**src/shared/ecc_pkg.sv**
```systemverilog
`default_nettype none
package ecc_pkg;
  // ---------------------------------------------------------------
  // i/o space locations
  // ---------------------------------------------------------------
  localparam logic [5:0] ADDR_OFS = 6'h1e;
  localparam logic [5:0] DATA_OFS = 6'h1d;
  localparam logic [5:0] CTRL_OFS = 6'h1c;
  // ---------------------------------------------------------------
  // control register fields
  // ---------------------------------------------------------------
  localparam int CTRL_RD_BIT   = 0;
  localparam int CTRL_WR_BIT   = 1;
  localparam int CTRL_ARM_BIT  = 2;
  localparam int CTRL_RIE_BIT  = 3;
  localparam logic [3:0] CTRL_RST = 4'h0;
  // ---------------------------------------------------------------
  // sizes and timing
  // ---------------------------------------------------------------
  localparam int AW           = 6;
  localparam int DEPTH        = 64;
  localparam int WR_OSC_CYC   = 4096;
  localparam int WR_STALL_CYC = 2;
  localparam int RD_STALL_CYC = 4;
  localparam int ARM_CYC      = 4;
  localparam real WR_TIME_MIN_MS = 3.1;
  localparam real WR_TIME_MAX_MS = 6.8;
  localparam real CLK_MHZ        = 200.0;
  typedef enum logic [1:0] {ECC_IDLE, ECC_WRITE} ecc_wstate_t;
endpackage
`default_nettype wire

```
**src/verilog/ecc_ctrl.sv**
```systemverilog
`default_nettype none
// Operation
// - write duration counted as 4096 calibrated oscillator cycles.
// - a launched write stalls the cpu for two clock cycles.
// - a launched read stalls the cpu for four clock cycles.
// - address holds 6 bits for 0..63; upper two bits read zero.
// - reset does not clear the address register.
// - data register supplies written byte and receives read byte.
// - control register upper four bits always read zero.
// - interrupt enable and global flag give level irq while write strobe is zero.
// - write strobe starts a write only while arm bit is set.
// - arm bit clears itself four clock cycles after being set.
// - write strobe stays set during write, hardware clears at end.
// - read strobe fetches byte into data and clears itself.
// - writing address or data during a write aborts it.
module ecc_ctrl
  import ecc_pkg::*;
(
  // clock and reset
  input  wire logic                 i_clk,
  input  wire logic                 i_rstn,
  input  wire logic                 i_ce,
  // calibrated rc oscillator tick, synchronous single-cycle pulse
  input  wire logic                 i_osc_tick,
  // cpu i/o space access
  input  wire logic [5:0]           i_io_addr,
  input  wire logic                 i_io_wr,
  input  wire logic [7:0]           i_io_wdata,
  input  wire logic                 i_io_rd,
  output logic      [7:0]           o_io_rdata,
  // cpu status and stall
  input  wire logic                 i_global_ie,
  output logic                      o_cpu_stall,
  output logic                      o_ready_irq
);
  import ecc_pkg::*;

  // ---------------------------------------------------------------
  // state
  // ---------------------------------------------------------------
  logic [7:0]        mem [DEPTH];
  logic [AW-1:0]     addr_r;
  logic [AW-1:0]     addr_nxt;
  logic [7:0]        data_r;
  logic [7:0]        data_nxt;
  logic              rie_r,  rie_nxt;
  logic              arm_r,  arm_nxt;
  logic              wr_r,   wr_nxt;
  logic [2:0]        arm_cnt_r, arm_cnt_nxt;
  logic [12:0]       osc_cnt_r, osc_cnt_nxt;
  ecc_wstate_t       st_r, st_nxt;
  logic [7:0]        rdata_r, rdata_nxt;
  logic              irq_r,  irq_nxt;
  logic              stall_busy;
  logic              stall_r, stall_nxt;
  logic              wr_launch, rd_launch, wr_ctrl, done;

  localparam logic [12:0] WR_OSC_LAST = 13'(WR_OSC_CYC - 1);

  assign wr_ctrl   = i_io_wr && (i_io_addr == CTRL_OFS);
  // strobe honoured only with the arm bit still up and no write running
  assign wr_launch = wr_ctrl && i_io_wdata[CTRL_WR_BIT] && arm_r && !wr_r;
  // a read issued during a write is the software's fault; it still reads
  assign rd_launch = wr_ctrl && i_io_wdata[CTRL_RD_BIT];
  assign done      = (st_r == ECC_WRITE) && i_osc_tick && (osc_cnt_r == WR_OSC_LAST);

  // ---------------------------------------------------------------
  // next state
  // ---------------------------------------------------------------
  always_comb begin
    addr_nxt    = addr_r;
    data_nxt    = data_r;
    rie_nxt     = rie_r;
    arm_nxt     = arm_r;
    wr_nxt      = wr_r;
    arm_cnt_nxt = arm_cnt_r;
    osc_cnt_nxt = osc_cnt_r;
    st_nxt      = st_r;
    rdata_nxt   = 8'h00;
    if (i_io_wr && i_io_addr == ADDR_OFS) addr_nxt = i_io_wdata[AW-1:0];
    if (i_io_wr && i_io_addr == DATA_OFS) data_nxt = i_io_wdata;
    // arm countdown
    if (arm_r) begin
      if (arm_cnt_r == 3'(ARM_CYC - 1)) begin
        arm_nxt = 1'b0;
      end else begin
        arm_cnt_nxt = arm_cnt_r + 3'h1;
      end
    end
    if (wr_ctrl) begin
      rie_nxt = i_io_wdata[CTRL_RIE_BIT];
      // arming needs the strobe written as zero in the same access
      if (i_io_wdata[CTRL_ARM_BIT] && !i_io_wdata[CTRL_WR_BIT]) begin
        arm_nxt     = 1'b1;
        arm_cnt_nxt = 3'h0;
      end
    end
    if (rd_launch) data_nxt = mem[addr_r];
    case (st_r)
      ECC_IDLE: begin
        if (wr_launch) begin
          wr_nxt      = 1'b1;
          st_nxt      = ECC_WRITE;
          osc_cnt_nxt = 13'h0;
        end
      end
      ECC_WRITE: begin
        if (i_io_wr && (i_io_addr == ADDR_OFS || i_io_addr == DATA_OFS)) begin
          // abort: cell content left as it was, treated as undefined
          wr_nxt = 1'b0;
          st_nxt = ECC_IDLE;
        end else if (done) begin
          wr_nxt = 1'b0;
          st_nxt = ECC_IDLE;
        end else if (i_osc_tick) begin
          osc_cnt_nxt = osc_cnt_r + 13'h1;
        end
      end
      default: begin
        st_nxt = ECC_IDLE;
        wr_nxt = 1'b0;
      end
    endcase
    if (i_io_rd) begin
      case (i_io_addr)
        ADDR_OFS: rdata_nxt = {2'b00, addr_r};
        DATA_OFS: rdata_nxt = data_r;
        CTRL_OFS: rdata_nxt = {4'h0, rie_r, arm_r, wr_r, 1'b0};
        default:  rdata_nxt = 8'h00;
      endcase
    end
    irq_nxt   = rie_nxt && i_global_ie && !wr_nxt;
    // launch cycle set here; the counter carries the tail of the stall
    stall_nxt = wr_launch || rd_launch || stall_busy;
  end

  // ---------------------------------------------------------------
  // registers
  // ---------------------------------------------------------------
  // address and data sit outside reset so their contents survive it
  always_ff @(posedge i_clk) begin
    if (i_ce) begin
      addr_r <= addr_nxt;
      data_r <= data_nxt;
      if (done) mem[addr_r] <= data_r;
    end
  end

  always_ff @(posedge i_clk or negedge i_rstn) begin
    if (!i_rstn) begin
      rie_r     <= CTRL_RST[CTRL_RIE_BIT];
      arm_r     <= CTRL_RST[CTRL_ARM_BIT];
      wr_r      <= CTRL_RST[CTRL_WR_BIT];
      arm_cnt_r <= 3'h0;
      osc_cnt_r <= 13'h0;
      st_r      <= ECC_IDLE;
      rdata_r   <= 8'h00;
      irq_r     <= 1'b0;
      stall_r   <= 1'b0;
    end else if (i_ce) begin
      rie_r     <= rie_nxt;
      arm_r     <= arm_nxt;
      wr_r      <= wr_nxt;
      arm_cnt_r <= arm_cnt_nxt;
      osc_cnt_r <= osc_cnt_nxt;
      st_r      <= st_nxt;
      rdata_r   <= rdata_nxt;
      irq_r     <= irq_nxt;
      stall_r   <= stall_nxt;
    end
  end

  // ---------------------------------------------------------------
  // cpu stall
  // ---------------------------------------------------------------
  logic [2:0] stall_cnt_val;
  assign stall_cnt_val = rd_launch ? 3'(RD_STALL_CYC - 1) : 3'(WR_STALL_CYC - 1);

  ecc_stall_cnt u_stall (
    .i_clk    (i_clk),
    .i_rstn   (i_rstn),
    .i_ce     (i_ce),
    .i_load   (wr_launch || rd_launch),
    .i_cycles (stall_cnt_val),
    .o_busy   (stall_busy)
  );

  assign o_io_rdata  = rdata_r;
  assign o_cpu_stall = stall_r;
  assign o_ready_irq = irq_r;

  // ---------------------------------------------------------------
  // checks
  // ---------------------------------------------------------------
  a_arm_timeout: assert property (@(posedge i_clk) disable iff (!i_rstn)
    (i_ce && wr_ctrl && i_io_wdata[CTRL_ARM_BIT] && !i_io_wdata[CTRL_WR_BIT]) ##1 i_ce[*4]
      |=> !arm_r)
    else $error("arm bit did not time out");
  a_strobe_needs_arm: assert property (@(posedge i_clk) disable iff (!i_rstn)
    (i_ce && st_r == ECC_IDLE && !arm_r) |=> (st_r == ECC_IDLE))
    else $error("write started without arm");
  a_wr_stall_len: assert property (@(posedge i_clk) disable iff (!i_rstn)
    (i_ce && wr_launch && !rd_launch) ##1 (i_ce && !rd_launch)
      ##1 (i_ce && !rd_launch && !wr_launch) |-> o_cpu_stall ##1 !o_cpu_stall)
    else $error("write stall length wrong");
  a_rd_stall_len: assert property (@(posedge i_clk) disable iff (!i_rstn)
    (i_ce && rd_launch) |=> o_cpu_stall[*4])
    else $error("read stall too short");
  a_irq_level: assert property (@(posedge i_clk) disable iff (!i_rstn)
    (i_ce && $past(i_ce) && wr_r) |-> !o_ready_irq)
    else $error("irq during write");
  a_addr_upper: assert property (@(posedge i_clk) disable iff (!i_rstn)
    ($past(i_io_rd) && $past(i_ce) && $past(i_io_addr) == ADDR_OFS) |-> o_io_rdata[7:6] == 2'b00)
    else $error("address upper bits not zero");
  a_ctrl_reserved: assert property (@(posedge i_clk) disable iff (!i_rstn)
    o_io_rdata[7:4] == 4'h0 || $past(i_io_addr) != CTRL_OFS || !$past(i_io_rd)
      || !$past(i_ce))
    else $error("reserved control bits set");
  a_write_clears: assert property (@(posedge i_clk) disable iff (!i_rstn)
    (i_ce && done) |=> !wr_r)
    else $error("write strobe not cleared at end");
  a_abort_write: assert property (@(posedge i_clk) disable iff (!i_rstn)
    (i_ce && st_r == ECC_WRITE && i_io_wr && i_io_addr == DATA_OFS) |=> st_r == ECC_IDLE)
    else $error("write not aborted");
endmodule
`default_nettype wire

```
**src/verilog/ecc_stall_cnt.sv**
```systemverilog
`default_nettype none
// ---------------------------------------------------------------
// cpu stall timer: counts loaded cycles down, busy while nonzero
// ---------------------------------------------------------------
module ecc_stall_cnt (
  // clock and reset
  input  wire logic       i_clk,
  input  wire logic       i_rstn,
  input  wire logic       i_ce,
  // control
  input  wire logic       i_load,
  input  wire logic [2:0] i_cycles,
  // status
  output logic            o_busy
);
  logic [2:0] cnt_r;
  logic [2:0] cnt_nxt;

  always_comb begin
    cnt_nxt = cnt_r;
    if (i_load) begin
      cnt_nxt = i_cycles;
    end else if (cnt_r != 3'h0) begin
      cnt_nxt = cnt_r - 3'h1;
    end
  end

  always_ff @(posedge i_clk or negedge i_rstn) begin
    if (!i_rstn) begin
      cnt_r <= 3'h0;
    end else if (i_ce) begin
      cnt_r <= cnt_nxt;
    end
  end

  assign o_busy = (cnt_r != 3'h0);
endmodule
`default_nettype wire
```
**config.mk**
```make
export PLATFORM = sky130hd
export DESIGN_NAME = ecc_ctrl
export DESIGN_NICKNAME = d
export VERILOG_FILES = /design/src/shared/ecc_pkg.sv /design/src/verilog/ecc_ctrl.sv /design/src/verilog/ecc_stall_cnt.sv
export SDC_FILE = /design/constraint.sdc
export NUM_CORES = 1
export LEC_CHECK = 0
export ABC_AREA = 1
export BUFFER_PORTS_ARGS = -buffer_cell sky130_fd_sc_hd__buf_2
export CELL_PAD_IN_SITES_DETAIL_PLACEMENT = 2
export CELL_PAD_IN_SITES_GLOBAL_PLACEMENT = 2
export CORE_MARGIN = 2
export CORE_UTILIZATION = 35
export CTS_BUF_LIST = sky130_fd_sc_hd__clkbuf_8
export CTS_CLUSTER_DIAMETER = 120
export DETAILED_ROUTE_END_ITERATION = 6
export PLACE_DENSITY_LB_ADDON = 0.25
export SETUP_SLACK_MARGIN = 0.5
export SLEW_MARGIN = 20
export SYNTH_ARGS = -nofsm -noshare
export SYNTH_HDL_FRONTEND = slang
export SYNTH_SLANG_ARGS = --single-unit
```
**constraint.sdc**
```tcl
create_clock -name i_clk -period 2.4 [get_ports i_clk]
set_input_delay 0.24 -clock i_clk [delete_from_list [all_inputs] [get_ports i_clk]]
set_output_delay 0.24 -clock i_clk [all_outputs]
set_load 0.01 [all_outputs]
```
==> impl_metrics.json <==
{
  "routed_wl_mm": 87.6,
  "wl_per_cell_um": 27.0,
  "netlist_area_um2": 23400,
  "rsz0062_at_grt": "yes",
  "detail-route-antenna-nets": 0,
  "cts.path.max_buffers": 3,
  "crit_type": "reg2reg",
  "p_switching_mw": 4.70,
  "finalSetupViolCount": 15,
  "grt_pass1_wl_mm": 119,
  "grt_max_degree": 129,
  "crit_path_end_kind": "register",
  "synth_ff_type": "edfxtp_1",
  "hold_class": "in2reg",
  "p_leak_nw": 10.9,
  "finalCriticalPeriod_ns": 2.43,
  "final_nets": 2318,
  "post_synth_num_cell_types": 36,
  "yosysSeqAreaShare": 0.714,
  "critical_path.max_fanout": 8,
  "chipWidth_um": 263,
  "powerDensity_nw_per_um2": 685,
  "outcome": "complete, but fails checks",
  "antenna_found_initial": 1,
  "power.share.clock": 0.423,
  "dieHeight_um": 263,
  "ios": 31,
  "intPower_mw": 15.4,
  "worst_ep_arrival_time_ns": 2.82,
  "die_area_um2": 69100,
  "crit_path_start_kind": "register",
  "dr.first_iter.drc_count": 1426,
  "io_buffers": 30,
  "multi_input_area_um2": 6680,
  "vias": 17500,
  "utilization": 0.444,
  "first_pass_iters": 5,
  "cts_sinks": 565,
  "std_cell_rows": 94,
  "grt_overflow": 0,
  "htree_levels": 3,
  "worstMarginPinSlew_ns": 0.978,
  "drc": 0,
  "pwr-share-comb": 0.039,
  "clock.fmax_ghz": 0.411,
  "vias_per_cell": 5.40,
  "stdcell_area_um2": 29300,
  "finalCritPeriodShare": 1.01,
  "syn_nets": 2107,
  "area_growth_pct": 24.9,
  "cts_tree": "done",
  "gp_congestion": 0.785,
  "seqCellArea_um2": 16800,
  "avgSynthCellArea_um2": 11.3,
  "fin_skew_ns": 0.0405,
  "place_ws_ns": -0.153,
  "synthArstFlopShare": 0.0584,
  "ys_ff_latch": 565,
  "insertion_delay_ns": 0.71,
  "synthTopCellsByArea": "edfxtp_1 67%, nand2_1 11%, nand3_1 11%, dfrtp_1 3.5%, buf_2 1.5%",
  "ys_top_cells_by_count": "682 x nand2_1, 526 x edfxtp_1, 497 x nand3_1, 88 x nor2_1, 68 x buf_2",
  "post-synth-top-count-cell": "nand2_1",
  "initial_core_util": 0.355,
  "synth_top_area_share": 0.674,
  "p_sw_frac": 0.234,
  "drive_gt1_frac": 0.202,
  "hpwl_mm": 48.5,
  "core-area_um2": 66000,
  "violations": "negative setup slack",
  "finalWorstSetupSlack_ns": -0.0308,
  "synth.largest_area_cell": "edfxtp_1",
  "grt_usage": 0.230,
  "finalHoldViolations": 0,
  "yosys_warnings": 0,
  "first_global_vias": 18700,
  "synth-edff-count": 526,
  "crit_required_ns": 2.79,
  "relSlewSlack": 0.346,
  "root_buffer": "clkbuf_8",
  "placed_cell_area_um2": 25500,
  "cts_made_buffers": 98,
  "path_clk_slew_ns": 0.06,
  "drv_slew": 0,
  "fillers": 6660,
  "seqPwrFrac": 0.539,
  "postSynthCellCount": 2082,
  "maxCapViolCount": 0,
  "max-vdd-ir-drop_uv": 333
}
==> placed cells by master (no fill, tap or decap), types with 4 or more instances in the layout <==
master / Yosys / final
inv_1: 45 / 69
nor2_2: 3 / 5
buf_4: 4 / 53
nand3_1: 497 / 465
buf_12: 0 / 26
clkbuf_8: 0 / 101
edfxtp_1: 526 / 526
buf_2: 68 / 31
o21ai_1: 12 / 12
clkinv_1: 1 / 32
dfrtp_1: 33 / 33
bufinv_16: 0 / 4
dlygate4sd3_1: 0 / 14
nand2_1: 682 / 667
nand2_4: 1 / 5
o21ai_0: 19 / 19
nand3b_1: 4 / 4
xor2_1: 4 / 4
clkinv_2: 0 / 17
nand3_2: 0 / 31
buf_16: 0 / 8
nor2_1: 88 / 28
buf_6: 2 / 75
nand2_2: 11 / 21
clkbuf_16: 0 / 16
a21oi_1: 4 / 4
nor2_4: 4 / 62
nand4_1: 4 / 4
==> layer usage <==
metal | vias up | global-route usage | share of wire
met5 | - | 0 | 0
met4 | 0 | 0.0864 | 0.028
met3 | 146 | 0.0389 | 0.050
met2 | 525 | 0.397 | 0.51
met1 | 9087 | 0.290 | 0.41
li1 | 7746 | - | -
==> power groups by stage <==
stage,combinational [mW],clock [mW],sequential (mW)
2_1_floorplan,0.388,0,11.0
3_3_place_gp,0.596,0,11.0
3_5_place_dp,0.639,0,11.0
4_1_cts,0.700,8.64,10.8
5_1_grt,0.880,9.07,10.8
6_report,0.776,8.48,10.8
==> cell families after synthesis <==
family	after synthesis	synth area share
XOR/XNOR	4	0.00149
AND/OR/NAND/NOR	1300	0.240
adder cells (fa/ha/maj)	4	0.00214
buffers and inverters	164	0.0312
AO/OA/AOI/OAI	45	0.0110
flip-flops	565	0.714
==> state kept, by name (all words and copies together), names as in the netlist, named ones only <==
signal / flops
addr_r: 6
arm_cnt_r: 3
arm_r: 1
data_r: 8
mem: 512
o_cpu_stall: 1
o_io_rdata: 8
o_ready_irq: 1
osc_cnt_r: 13
rie_r: 1
st_r: 1
u_stall.cnt_r: 3
wr_r: 1
==> per-stage QoR <==
stage               hold WS, ns  setup TNS, ns  cells  power, mW
detailed placement        0.388          -1.43   2987       11.6
global route             0.0966         -20.56   3240       20.8
finish                   0.0695         -0.276   3240       20.1
global placement          0.380         -0.287   2987       11.6
CTS                      0.0253              0   3193       20.1
floorplan               -0.0556              0   2082       11.4
==> layout make-up <==
type | instances | area share
antenna | 1 | 0.0000854
clock buffer | 101 | 0.0475
clock inverter | 81 | 0.0151
inverter | 48 | 0.00731
multi-input combinational | 1353 | 0.228
sequential | 565 | 0.572
tap | 864 | 0.0369
timing repair buffer | 225 | 0.0925
timing repair inverter | 2 | 0.000769
==> critical path: stages (launching register included) <==
cell and delay, ns:
dfrtp_1 0.40, ha_4 0.18, nand3_4 0.10, inv_4 0.09, nand2_4 0.06, nor3_4 0.21
nand4_4 0.18, nor2_4 0.20, buf_6 0.13, nand2_4 0.07, buf_8 0.16, nor2_4 0.16
buf_6 0.16
==> worst paths after layout <==
check                                               from                        end  slack, ns  cells past startpoint
worst max-delay path            osc_cnt_r[1]$_DFFE_PN0P_       mem[31][4]$_DFFE_PP_      -0.03                     12
worst min-delay path                        i_io_addr[5]  o_io_rdata[6]$_DFFE_PN0P_       0.07                      6
worst max register to register  osc_cnt_r[1]$_DFFE_PN0P_       mem[31][4]$_DFFE_PP_      -0.03                     12
worst min register to register   o_cpu_stall$_DFFE_PN0P_    o_cpu_stall$_DFFE_PN0P_       0.48                      2
max in group asynchronous                         i_rstn   osc_cnt_r[7]$_DFFE_PN0P_       1.68                      2
min in group asynchronous                         i_rstn    o_ready_irq$_DFFE_PN0P_       0.18                      2
==> timing repair <==
action,CTS,global route
endpoints found under the hold margin,66,0
gates cloned,0,27
setup endpoints to repair,520,536
pin swaps,4,27
resized for setup,101,151
hold buffers,14,0
setup buffers,10,19
(Power assumes the default switching activity.)
